$ cat src/mcx_regs.svh
// Register offsets, field codes and fixed figures of the execute unit.
// Assumes the includer reads offsets from the low byte of haddr.
`ifndef MCX_REGS_SVH
`define MCX_REGS_SVH

// Register byte offsets
`define MCX_A_CTRL   8'h00
`define MCX_A_INSTR  8'h04
`define MCX_A_EXT    8'h08
`define MCX_A_PC     8'h0c
`define MCX_A_PSW    8'h10
`define MCX_A_GSEL   8'h14
`define MCX_A_GDATA  8'h18
`define MCX_A_STAT   8'h1c
`define MCX_A_ISTAT  8'h20
`define MCX_A_IMASK  8'h24

// Status word
`define MCX_PSW_SYS  15
`define MCX_PSW_RST  16'h8000

// Opcodes, bits 1-4 of the instruction
`define MCX_OP_STK   4'he
`define MCX_OP_MUL   4'h8
`define MCX_OP_CPL   4'hf
`define MCX_OP_OUT   4'h8
`define MCX_OP_RDI   4'h9
`define MCX_OP_BRF   4'ha
`define MCX_OP_BRB   4'hb
`define MCX_OP_RIT   4'h4
`define MCX_OP_SMD   4'h5

// Address modes
`define MCX_MD_REG   2'h0
`define MCX_MD_CON   2'h1

// Short-format selector codes, bits 8-15
`define MCX_RCA_CODE 8'h40
`define MCX_RIL_CODE 8'h00
`define MCX_SMD_CODE 8'h01
`define MCX_SST_CODE 2'h3

// Counts and addresses
`define MCX_FULL_CNT 4'hf
`define MCX_SP_IDX   4'hf
`define MCX_SP_MIN   16'h0080
`define MCX_RTN_STEP 16'h0004
`define MCX_WSTEP    16'h0002

// Event bits in the interrupt status register
`define MCX_EV_DONE  0
`define MCX_EV_PRIV  1
`define MCX_EV_OVF   2
`define MCX_EV_BAD   3
`define MCX_EV_W     4

`endif

$ cat src/mcx_pkg.sv
// Types shared by the execute unit.
// Assumes nothing of its surroundings.
package mcx_pkg;
  typedef enum logic [3:0] {
    C_MSR, C_MUL, C_CPL, C_OUT, C_RCA, C_RIL, C_SST,
    C_BR, C_RIT, C_SMD, C_RTN, C_BAD
  } mcx_cls_t;

  typedef enum logic [3:0] {
    S_IDLE, S_EXEC, S_IND, S_OPND, S_WR, S_STORE, S_RTNP, S_RTNS, S_IO, S_FIN
  } mcx_state_t;
endpackage : mcx_pkg

$ cat src/mcx_exec_core.sv
// Execute unit for a subset of a 16-bit minicomputer instruction set.
// Assumes an AHB-Lite master, a memory and a peripheral channel on clock.
`timescale 1ns/1ps
`include "mcx_regs.svh"
module mcx_exec_core #(
  parameter int ILINES = 16
) (
  input  wire logic              clock,
  input  wire logic              rst,
  input  wire logic              hsel,
  input  wire logic [31:0]       haddr,
  input  wire logic [1:0]        htrans,
  input  wire logic              hwrite,
  input  wire logic [2:0]        hsize,
  input  wire logic [31:0]       hwdata,
  input  wire logic              hready,
  output logic                   hreadyout,
  output logic                   hresp,
  output logic      [31:0]       hrdata,
  output logic                   mem_req,
  output logic                   mem_we,
  output logic      [15:0]       mem_addr,
  output logic      [15:0]       mem_wdata,
  input  wire logic [15:0]       mem_rdata,
  input  wire logic              mem_ack,
  output logic                   io_req,
  output logic                   io_out,
  output logic      [6:0]        io_dev,
  output logic      [15:0]       io_wdata,
  input  wire logic [15:0]       io_rdata,
  input  wire logic              io_ack,
  input  wire logic [ILINES-1:0] irq_lines,
  input  wire logic [7:0]        chan_num,
  input  wire logic [4:0]        int_irq_set,
  output logic                   irq
);
  if (ILINES < 1 || ILINES > 16) begin : g_chk
    $error("mcx_exec_core: ILINES must be 1..16");
  end

  mcx_pkg::mcx_state_t st_ff;
  mcx_pkg::mcx_cls_t   cls;
  logic [15:0]         gpr_ff [16];
  logic [15:0]         ins_ff;
  logic [15:0]         ext_ff;
  logic [15:0]         pc_ff;
  logic [15:0]         psw_ff;
  logic [15:0]         ea_ff;
  logic [15:0]         opnd_ff;
  logic [3:0]          cnt_ff;
  logic [3:0]          gsel_ff;
  logic [3:0]          ev_ff;
  logic [3:0]          istat_ff;
  logic [3:0]          imask_ff;
  logic [4:0]          intb_ff;
  logic                wr_ff;
  logic [7:0]          wa_ff;
  logic [31:0]         hrdata_ff;
  logic [31:0]         rdv;
  logic [ILINES+7:0]   pins_s;
  logic [15:0]         mul_b;
  logic [31:0]         prod;
  logic [15:0]         new_sp;
  logic [4:0]          rit_clr;
  logic [3:0]          r1;
  logic [3:0]          r2;
  logic [1:0]          md;
  logic                isb;
  logic                sys;
  logic                stk;
  logic                ap;
  logic                busy;
  logic                go;

  function automatic mcx_pkg::mcx_cls_t decode(input logic [15:0] w);
    mcx_pkg::mcx_cls_t c;
    c = mcx_pkg::C_BAD;
    if (w[15]) begin
      case (w[14:11])
        `MCX_OP_MUL: c = mcx_pkg::C_MUL;
        `MCX_OP_CPL: c = mcx_pkg::C_CPL;
        `MCX_OP_STK: begin
          if (w[6:5] == `MCX_MD_REG) c = mcx_pkg::C_RTN;
          else if (w[6:5] == `MCX_MD_CON) c = mcx_pkg::C_MSR;
        end
        default: c = mcx_pkg::C_BAD;
      endcase
    end else begin
      case (w[14:11])
        `MCX_OP_OUT: if (!w[7]) c = mcx_pkg::C_OUT;
        `MCX_OP_RDI: begin
          if (w[7:0] == `MCX_RCA_CODE) c = mcx_pkg::C_RCA;
          else if (w[7:0] == `MCX_RIL_CODE) c = mcx_pkg::C_RIL;
          else if (w[7:6] == `MCX_SST_CODE) c = mcx_pkg::C_SST;
        end
        `MCX_OP_BRF, `MCX_OP_BRB: c = mcx_pkg::C_BR;
        `MCX_OP_RIT: if (w[7] && w[6] && w[0]) c = mcx_pkg::C_RIT;
        `MCX_OP_SMD: if (w[7:0] == `MCX_SMD_CODE) c = mcx_pkg::C_SMD;
        default: c = mcx_pkg::C_BAD;
      endcase
    end
    return c;
  endfunction : decode

  function automatic logic is_priv(input mcx_pkg::mcx_cls_t c, input logic [15:0] w);
    logic p;
    p = 1'b0;
    case (c)
      mcx_pkg::C_MSR: p = (w[10:7] == `MCX_FULL_CNT) || (w[3:0] == `MCX_SP_IDX);
      mcx_pkg::C_CPL: p = (w[10:7] == `MCX_FULL_CNT);
      mcx_pkg::C_RTN: p = (w[3:0] == `MCX_SP_IDX);
      mcx_pkg::C_OUT, mcx_pkg::C_RCA, mcx_pkg::C_RIL,
      mcx_pkg::C_SST, mcx_pkg::C_RIT: p = 1'b1;
      default: p = 1'b0;
    endcase
    return p;
  endfunction : is_priv

  function automatic logic cond_ok(input logic [2:0] f, input logic [2:0] cc);
    return (f == 3'h0) || ((f & cc) != 3'h0);
  endfunction : cond_ok

  assign cls    = decode(ins_ff);
  assign r1     = ins_ff[10:7];
  assign r2     = ins_ff[3:0];
  assign md     = ins_ff[6:5];
  assign isb    = ins_ff[4];
  assign sys    = psw_ff[`MCX_PSW_SYS];
  assign stk    = (r2 == `MCX_SP_IDX);
  assign busy   = (st_ff != mcx_pkg::S_IDLE);
  assign new_sp = gpr_ff[`MCX_SP_IDX] - {11'h000, r1, 1'b0};

  // Pin-level inputs, lines and channel number together
  mcx_sync #(.W(ILINES + 8)) u_sync (
    .clock (clock),
    .rst   (rst),
    .d     ({irq_lines, chan_num}),
    .q     (pins_s)
  );

  assign mul_b = (st_ff == mcx_pkg::S_OPND) ? mem_rdata :
                 (md == `MCX_MD_CON) ? ext_ff : gpr_ff[r2];

  mcx_mul #(.W(16)) u_mul (
    .a (gpr_ff[2]),
    .b (mul_b),
    .p (prod)
  );

  // Bus slave: zero wait, read data registered in the address phase
  assign ap        = hsel && htrans[1] && hready;
  assign hreadyout = 1'b1;
  assign hresp     = 1'b0;
  assign hrdata    = hrdata_ff;
  assign go        = wr_ff && (wa_ff == `MCX_A_CTRL) && hwdata[0] && !busy;

  always_comb begin
    rdv = 32'h0000_0000;
    case (haddr[7:0])
      `MCX_A_CTRL:  rdv = {31'h0, busy};
      `MCX_A_INSTR: rdv = {16'h0000, ins_ff};
      `MCX_A_EXT:   rdv = {16'h0000, ext_ff};
      `MCX_A_PC:    rdv = {16'h0000, pc_ff};
      `MCX_A_PSW:   rdv = {16'h0000, psw_ff};
      `MCX_A_GSEL:  rdv = {28'h0, gsel_ff};
      `MCX_A_GDATA: rdv = {16'h0000, gpr_ff[gsel_ff]};
      `MCX_A_STAT:  rdv = {19'h0, intb_ff, 4'h0, st_ff};
      `MCX_A_ISTAT: rdv = {28'h0, istat_ff};
      `MCX_A_IMASK: rdv = {28'h0, imask_ff};
      default:      rdv = 32'h0000_0000;
    endcase
  end

  always_ff @(posedge clock) begin
    if (rst) begin
      wr_ff     <= 1'b0;
      wa_ff     <= 8'h00;
      hrdata_ff <= 32'h0000_0000;
    end else begin
      wr_ff     <= ap && hwrite;
      wa_ff     <= haddr[7:0];
      hrdata_ff <= (ap && !hwrite) ? rdv : 32'h0000_0000;
    end
  end

  // Software configuration; instruction words locked while busy
  always_ff @(posedge clock) begin
    if (rst) begin
      ins_ff   <= 16'h0000;
      ext_ff   <= 16'h0000;
      gsel_ff  <= 4'h0;
      imask_ff <= 4'h0;
    end else if (wr_ff) begin
      if (wa_ff == `MCX_A_INSTR && !busy) ins_ff <= hwdata[15:0];
      if (wa_ff == `MCX_A_EXT && !busy) ext_ff <= hwdata[15:0];
      if (wa_ff == `MCX_A_GSEL) gsel_ff <= hwdata[3:0];
      if (wa_ff == `MCX_A_IMASK) imask_ff <= hwdata[`MCX_EV_W-1:0];
    end
  end

  // Memory and channel ports
  assign mem_req   = (st_ff == mcx_pkg::S_IND) || (st_ff == mcx_pkg::S_OPND) ||
                     (st_ff == mcx_pkg::S_WR) || (st_ff == mcx_pkg::S_STORE) ||
                     (st_ff == mcx_pkg::S_RTNP) || (st_ff == mcx_pkg::S_RTNS);
  assign mem_we    = (st_ff == mcx_pkg::S_WR) || (st_ff == mcx_pkg::S_STORE);
  assign mem_addr  = ea_ff;
  assign mem_wdata = opnd_ff;
  assign io_req    = (st_ff == mcx_pkg::S_IO);
  assign io_out    = (cls == mcx_pkg::C_OUT);
  assign io_dev    = ins_ff[6:0];
  assign io_wdata  = gpr_ff[3];

  // Sequencer with register file, PC and status word
  always_ff @(posedge clock) begin
    if (rst) begin
      st_ff   <= mcx_pkg::S_IDLE;
      pc_ff   <= 16'h0000;
      psw_ff  <= `MCX_PSW_RST;
      ea_ff   <= 16'h0000;
      opnd_ff <= 16'h0000;
      cnt_ff  <= 4'h0;
      ev_ff   <= 4'h0;
      for (int i = 0; i < 16; i++) gpr_ff[i] <= 16'h0000;
    end else begin
      ev_ff <= 4'h0;
      if (wr_ff && !busy) begin
        if (wa_ff == `MCX_A_PC) pc_ff <= hwdata[15:0];
        if (wa_ff == `MCX_A_PSW) psw_ff <= hwdata[15:0];
        if (wa_ff == `MCX_A_GDATA) gpr_ff[gsel_ff] <= hwdata[15:0];
      end
      case (st_ff)
        mcx_pkg::S_IDLE: if (go) st_ff <= mcx_pkg::S_EXEC;
        mcx_pkg::S_EXEC: begin
          st_ff <= mcx_pkg::S_FIN;
          if (is_priv(cls, ins_ff) && !sys) begin
            ev_ff[`MCX_EV_PRIV] <= 1'b1;
          end else begin
            case (cls)
              mcx_pkg::C_MSR: if (r1 != 4'h0) begin
                cnt_ff  <= 4'h1;
                opnd_ff <= gpr_ff[1];
                ea_ff   <= gpr_ff[r2];
                st_ff   <= mcx_pkg::S_STORE;
              end
              mcx_pkg::C_MUL, mcx_pkg::C_CPL: begin
                if (md[1]) begin
                  ea_ff <= ext_ff + ((r2 != 4'h0) ? gpr_ff[r2] : 16'h0000);
                  st_ff <= md[0] ? mcx_pkg::S_IND : mcx_pkg::S_OPND;
                end else if (md == `MCX_MD_REG && isb) begin
                  ea_ff <= gpr_ff[r2];
                  st_ff <= mcx_pkg::S_OPND;
                end else if (cls == mcx_pkg::C_MUL) begin
                  gpr_ff[1] <= prod[31:16];
                  gpr_ff[2] <= prod[15:0];
                end else if (md == `MCX_MD_REG) begin
                  gpr_ff[r1] <= ~gpr_ff[r2];
                end else begin
                  ev_ff[`MCX_EV_BAD] <= 1'b1;
                end
              end
              mcx_pkg::C_OUT, mcx_pkg::C_SST: st_ff <= mcx_pkg::S_IO;
              mcx_pkg::C_RCA: gpr_ff[3] <= {8'h00, pins_s[7:0]};
              mcx_pkg::C_RIL: gpr_ff[3] <= 16'(pins_s[ILINES+7:8]);
              mcx_pkg::C_BR: begin
                if (cond_ok(ins_ff[10:8], psw_ff[2:0])) begin
                  if (ins_ff[14:11] == `MCX_OP_BRF) pc_ff <= pc_ff + {9'h000, ins_ff[7:1]};
                  else pc_ff <= pc_ff - {9'h000, ins_ff[7:1]};
                end
              end
              mcx_pkg::C_SMD: psw_ff[`MCX_PSW_SYS] <= 1'b0;
              mcx_pkg::C_RTN: begin
                gpr_ff[r2] <= gpr_ff[r2] + `MCX_RTN_STEP;
                ea_ff      <= gpr_ff[r2] + `MCX_RTN_STEP;
                st_ff      <= mcx_pkg::S_RTNP;
              end
              mcx_pkg::C_RIT: st_ff <= mcx_pkg::S_FIN;
              default: ev_ff[`MCX_EV_BAD] <= 1'b1;
            endcase
          end
        end
        mcx_pkg::S_IND: if (mem_ack) begin
          ea_ff <= mem_rdata;
          st_ff <= mcx_pkg::S_OPND;
        end
        mcx_pkg::S_OPND: if (mem_ack) begin
          st_ff <= mcx_pkg::S_FIN;
          if (cls == mcx_pkg::C_MUL) begin
            gpr_ff[1] <= prod[31:16];
            gpr_ff[2] <= prod[15:0];
          end else if (isb) begin
            opnd_ff <= ~mem_rdata;
            st_ff   <= mcx_pkg::S_WR;
          end else begin
            gpr_ff[r1] <= ~mem_rdata;
          end
        end
        mcx_pkg::S_WR: if (mem_ack) st_ff <= mcx_pkg::S_FIN;
        mcx_pkg::S_STORE: if (mem_ack) begin
          if (cnt_ff == r1) begin
            st_ff <= mcx_pkg::S_FIN;
            if (stk) begin
              gpr_ff[`MCX_SP_IDX] <= new_sp;
              if (new_sp < `MCX_SP_MIN) ev_ff[`MCX_EV_OVF] <= 1'b1;
            end
          end else begin
            cnt_ff  <= cnt_ff + 4'h1;
            opnd_ff <= gpr_ff[cnt_ff + 4'h1];
            ea_ff   <= stk ? ea_ff - `MCX_WSTEP : ea_ff + `MCX_WSTEP;
          end
        end
        mcx_pkg::S_RTNP: if (mem_ack) begin
          pc_ff <= mem_rdata;
          ea_ff <= ea_ff - `MCX_WSTEP;
          st_ff <= mcx_pkg::S_RTNS;
        end
        mcx_pkg::S_RTNS: if (mem_ack) begin
          psw_ff <= mem_rdata;
          st_ff  <= mcx_pkg::S_FIN;
        end
        mcx_pkg::S_IO: if (io_ack) begin
          if (cls == mcx_pkg::C_SST) gpr_ff[3] <= io_rdata;
          st_ff <= mcx_pkg::S_FIN;
        end
        mcx_pkg::S_FIN: begin
          ev_ff[`MCX_EV_DONE] <= 1'b1;
          st_ff <= mcx_pkg::S_IDLE;
        end
        default: st_ff <= mcx_pkg::S_IDLE;
      endcase
    end
  end

  // Internal interrupt bits; a new request beats a clear
  assign rit_clr = (st_ff == mcx_pkg::S_EXEC && cls == mcx_pkg::C_RIT && sys) ?
                   ins_ff[5:1] : 5'h00;

  always_ff @(posedge clock) begin
    if (rst) intb_ff <= 5'h00;
    else intb_ff <= (intb_ff & ~rit_clr) | int_irq_set;
  end

  // Sticky events, write one to clear, set wins
  always_ff @(posedge clock) begin
    if (rst) begin
      istat_ff <= 4'h0;
    end else begin
      istat_ff <= (istat_ff & ~((wr_ff && wa_ff == `MCX_A_ISTAT) ?
                  hwdata[`MCX_EV_W-1:0] : 4'h0)) | ev_ff;
    end
  end

  assign irq = |(istat_ff & imask_ff);
endmodule : mcx_exec_core

$ cat src/mcx_sync.sv
// Two-flop synchroniser for pin-level inputs.
// Assumes inputs are quasi-static levels from outside the clock domain.
`timescale 1ns/1ps
module mcx_sync #(
  parameter int W = 8
) (
  input  wire logic         clock,
  input  wire logic         rst,
  input  wire logic [W-1:0] d,
  output logic      [W-1:0] q
);
  logic [W-1:0] meta_ff;

  always_ff @(posedge clock) begin
    if (rst) begin
      meta_ff <= '0;
      q       <= '0;
    end else begin
      meta_ff <= d;
      q       <= meta_ff;
    end
  end
endmodule : mcx_sync

$ cat src/mcx_mul.sv
// Signed single-length multiplier giving a double-length product.
// Assumes operands are stable flop or memory-return values.
`timescale 1ns/1ps
module mcx_mul #(
  parameter int W = 16
) (
  input  wire logic [W-1:0]   a,
  input  wire logic [W-1:0]   b,
  output logic      [2*W-1:0] p
);
  logic [2*W-1:0] a_x;
  logic [2*W-1:0] b_x;

  if (W < 2) begin : g_chk
    $error("mcx_mul: width too small");
  end

  // Sign-extend first so the low 2W bits hold the full signed product
  assign a_x = {{W{a[W-1]}}, a};
  assign b_x = {{W{b[W-1]}}, b};
  assign p   = a_x * b_x;
endmodule : mcx_mul

$ cat config.mk
export PLATFORM = sky130hd
export DESIGN_NAME = mcx_exec_core
export DESIGN_NICKNAME = d
export VERILOG_FILES = /design/src/mcx_pkg.sv /design/src/mcx_exec_core.sv /design/src/mcx_sync.sv /design/src/mcx_mul.sv
export VERILOG_INCLUDE_DIRS = /design/src
export SDC_FILE = /design/constraint.sdc
export NUM_CORES = 2
export LEC_CHECK = 0
export BUFFER_PORTS_ARGS = -buffer_cell sky130_fd_sc_hd__buf_2
export CAP_MARGIN = 30
export CORE_ASPECT_RATIO = 1.2
export CORE_MARGIN = 2
export CORE_UTILIZATION = 55
export DETAILED_ROUTE_END_ITERATION = 8
export GPL_TIMING_DRIVEN = 0
export PLACE_DENSITY = 0.79
export SYNTH_ARGS = -nofsm -noshare
export SYNTH_HDL_FRONTEND = slang
export SYNTH_SLANG_ARGS = --single-unit
export TNS_END_PERCENT = 50
$ cat constraint.sdc
create_clock -name clock -period 9.5 [get_ports clock]
set_clock_uncertainty 0.15 [all_clocks]
set_input_delay 0.475 -clock clock [delete_from_list [all_inputs] [get_ports clock]]
set_output_delay 0.475 -clock clock [all_outputs]
set_load 0.02 [all_outputs]
==> metrics <==
Regs by FF count gpr_ff x256, u_sync.meta_ff x24, u_sync.q x24; Avg Vias per Cell 7.05; required time worst endpoint 9700 ps; first-pass iteration count of the detailed router 8; wirelength, routed 173000 um; Max Cap Violations 0; antenna violation net count after detailed routing 0; static leakage power 17.5 nW; Hold Crit Class input pin to flip-flop; number of antenna violations at the first check in global routing 18; final setup violating endpoints 0; Die Outline Area 72900 um2; vias in the first global route 35700; top-level port count 231; net switching fraction of the power 0.351; crit start category flip-flop; number of clock buffers inserted by TritonCTS 52; Fillers 5598; number of buffer cells added on primary ports 159; combinational power share 0.336; final core occ 0.637; Pins Over Slew Limit 0; clock edge transition at the registers on the reported setup and hold paths 70 ps; mean instance size in the synthesized netlist 10.1 um2; internal cell power 4.25 mW; final hold violations 0; Top reg by flops gpr_ff; Synth-to-Final Area Change 14.4%; most frequent standard cell in the layout excluding fill and tap cells sky130_fd_sc_hd__inv_1; FMAX 0.106 GHz; Vert. Die Dim 295 um; largest stage delay on the critical path 540 ps; result of the run finished, final reports clean; share of cells above drive strength 1 0.169; synth unique cells 86; transition at the pin with the smallest max-transition slack 1230 ps; clock group share of total power 0.325; DRC violation total after the first TritonRoute iteration 5327; post-synthesis cell area 38900 um2; number of flops mapped to enable cells by yosys 256; share of synthesized flip-flops with an asynchronous set or reset 0; highest-delay cell along the critical path sky130_fd_sc_hd__mux2i_2; clock sink count 462; maximum number of pins on one net before global-route repair 17; gate count after technology mapping 3866; GRT Residual Overflow 0; critical path endpoint category flip-flop; portion of the clock cycle consumed by the worst path in the final layout 0.993; leading cell types in the layout, fill and taps excluded sky130_fd_sc_hd__inv_1 (328), sky130_fd_sc_hd__nand2_1 (317), sky130_fd_sc_hd__nor2_1 (285), sky130_fd_sc_hd__fa_1 (264), sky130_fd_sc_hd__edfxtp_1 (256); Rel. slew slack 0.178; arrival time at the worst endpoint 9630 ps; worst-skew pair later-pin latency 680 ps; critical setup path kind flip-flop to flip-flop; IR Drop Worst-Case VDD 0.185 mV; net switching power of the design 2.29 mW; total power per unit cell area 147 nW/um2; via count of the routed design 36500; DR DRC count 0; summed negative setup slack over all endpoints 0 ps; final design instance area without fill 44500 um2; maximum buffer depth of the clock tree 3; wire length per cell after detailed routing 33.4 um; number of levels in the clock H-tree 2; post-layout power 6.54 mW; area of combinational cells with multiple inputs 24900 um2; flip-flop cell with the highest count after synthesis sky130_fd_sc_hd__edfxtp_1; crit path time final 9430 ps; global-route wire length before repair 247000 um; Placer Congestion 1.12; area of all sequential standard cells 11800 um2; Root Buffer sky130_fd_sc_hd__clkbuf_16; number of warnings printed during yosys synthesis 0; number of synthesized register bits 462; CTS tree done; post-detailed-placement cell area 41700 um2; core area 69900 um2; Initial Util 0.557; critical path's most frequent cell sky130_fd_sc_hd__fa_1; tightest hold margin 14.9 ps; flip-flop count of the largest register after layout 256; maximum fanout count along the critical path 10; final-stage net count 4736; fraction of the yosys area taken by sequential cells 0.304; die width 247 um; global-route total usage across every layer 0.482; total number of placement rows 106; share of total power in sequential cells 0.339; detailed placement HPWL 130000 um
[area by class of cell]
type	instances	share of cell area
flip-flops and latches	462	0.265
inverters	328	0.0277
clock buffers	72	0.0354
diodes	9	0.000506
multi-input cells	2780	0.559
repair buffers	279	0.0485
clock inverters	25	0.00501
plain buffers	309	0.0321
well taps	918	0.0258
[cells by family (layout without fill, tap and decap cells)]
family / Yosys count / in the layout / synth area share
xor gates and xnor gates: 97 / 97 / 0.0218
adders and majority gates: 387 / 387 / 0.176
buffers and inverters: 640 / 1013 / 0.0658
muxes: 340 / 340 / 0.156
other: 2 / 27 / 0.000193
AOI/OAI and AO/OA: 681 / 681 / 0.121
and+or+nand+nor: 1257 / 1257 / 0.156
DFF: 462 / 462 / 0.304
[power groups by stage]
| stage | registers [mW] | clock network, mW | logic [mW] |
|---|---|---|---|
| 6_report | 2.22 | 2.13 | 2.20 |
| 5_1_grt | 2.22 | 2.18 | 2.37 |
| 4_1_cts | 2.21 | 2.10 | 2.06 |
| 3_5_place_dp | 2.25 | 0 | 2.01 |
| 3_3_place_gp | 2.25 | 0 | 1.95 |
| 2_1_floorplan | 2.23 | 0 | 1.46 |
[path summary, 6_finish.rpt]
check                           depth (start not counted)                       to  slack [ps]                           from
worst min-delay path                                    3  gpr_ff[3][11]$_DFFE_PP_          10                   io_rdata[11]
worst max-delay path                                   31  gpr_ff[1][15]$_DFFE_PP_          70                      flip-flop
worst max register to register                         31  gpr_ff[1][15]$_DFFE_PP_          70                      flip-flop
worst min register to register                          1  u_sync.q[22]$_SDFF_PP0_         290  u_sync.meta_ff[22]$_SDFF_PP0_
[per-stage QoR]
stage,worst slack (ps),cells
global placement,-2370,4959
finish,69.1,5182
floorplan,327,3882
CTS,27.9,5156
detailed placement,-1910,5018
global route,-136,5173
[critical path, delay by kind of cell (launching register included)]
family | cells | cell delay [ps]
XOR/XNOR | 1 | 230
AND/OR/NAND/NOR | 2 | 330
multiplexers | 2 | 980
AO/OA/AOI/OAI | 11 | 2200
adder cells (fa/ha/maj) | 7 | 3380
buffers and inverters | 8 | 1520
flip-flops | 1 | 320
[routing by layer]
| metal | wire length (um) | part of all wire | track usage | vias up |
|---|---|---|---|---|
| li1 | - | - | - | 14600 |
| met1 | 52000 | 0.30 | 0.513 | 17500 |
| met2 | 72400 | 0.42 | 0.697 | 3320 |
| met3 | 28100 | 0.16 | 0.244 | 1122 |
| met4 | 20300 | 0.12 | 0.433 | 24 |
| met5 | 404 | 0.0023 | 0 | - |
[what timing repair did]
action | in CTS | in global routing
endpoints found under the hold margin | 42 | 0
gates resized for setup | 55 | 43
pin swaps | 1 | 6
gates cloned | 0 | 0
hold buffers | 42 | 0
setup endpoints to repair | 22 | 12
setup buffers | 1 | 3
[synth_stat cells (12+ instances only)]
cell type | instances | share of area
sky130_fd_sc_hd__and2_1 | 135 | 0.022
sky130_fd_sc_hd__or3_1 | 14 | 0.0023
sky130_fd_sc_hd__a21o_1 | 28 | 0.0054
sky130_fd_sc_hd__fa_1 | 265 | 0.14
sky130_fd_sc_hd__nor2_1 | 292 | 0.028
sky130_fd_sc_hd__nor2b_1 | 107 | 0.017
sky130_fd_sc_hd__nand3_1 | 58 | 0.0075
sky130_fd_sc_hd__mux2i_1 | 107 | 0.028
sky130_fd_sc_hd__buf_4 | 26 | 0.0050
sky130_fd_sc_hd__edfxtp_1 | 256 | 0.20
sky130_fd_sc_hd__xor2_1 | 36 | 0.0081
sky130_fd_sc_hd__o31ai_1 | 27 | 0.0052
sky130_fd_sc_hd__nor3_1 | 225 | 0.029
sky130_fd_sc_hd__and3_1 | 18 | 0.0029
sky130_fd_sc_hd__o22ai_1 | 18 | 0.0029
sky130_fd_sc_hd__a31oi_1 | 34 | 0.0055
sky130_fd_sc_hd__inv_1 | 328 | 0.032
sky130_fd_sc_hd__xnor2_1 | 61 | 0.014
sky130_fd_sc_hd__o21ai_0 | 89 | 0.011
sky130_fd_sc_hd__nand2_1 | 318 | 0.031
sky130_fd_sc_hd__o211ai_1 | 15 | 0.0029
sky130_fd_sc_hd__o32ai_1 | 19 | 0.0043
sky130_fd_sc_hd__mux2_2 | 23 | 0.0067
sky130_fd_sc_hd__a211oi_1 | 69 | 0.013
sky130_fd_sc_hd__ha_1 | 122 | 0.039
sky130_fd_sc_hd__a22oi_1 | 28 | 0.0054
sky130_fd_sc_hd__dfxtp_1 | 206 | 0.11
sky130_fd_sc_hd__nand4_1 | 14 | 0.0023
sky130_fd_sc_hd__nor4_1 | 12 | 0.0019
sky130_fd_sc_hd__a221oi_1 | 32 | 0.0072
sky130_fd_sc_hd__a21oi_1 | 189 | 0.024
sky130_fd_sc_hd__a222oi_1 | 21 | 0.0054
sky130_fd_sc_hd__buf_2 | 29 | 0.0037
sky130_fd_sc_hd__buf_1 | 32 | 0.0031
sky130_fd_sc_hd__clkbuf_1 | 222 | 0.021
sky130_fd_sc_hd__mux4_2 | 210 | 0.12
(Power assumes the default switching activity.)
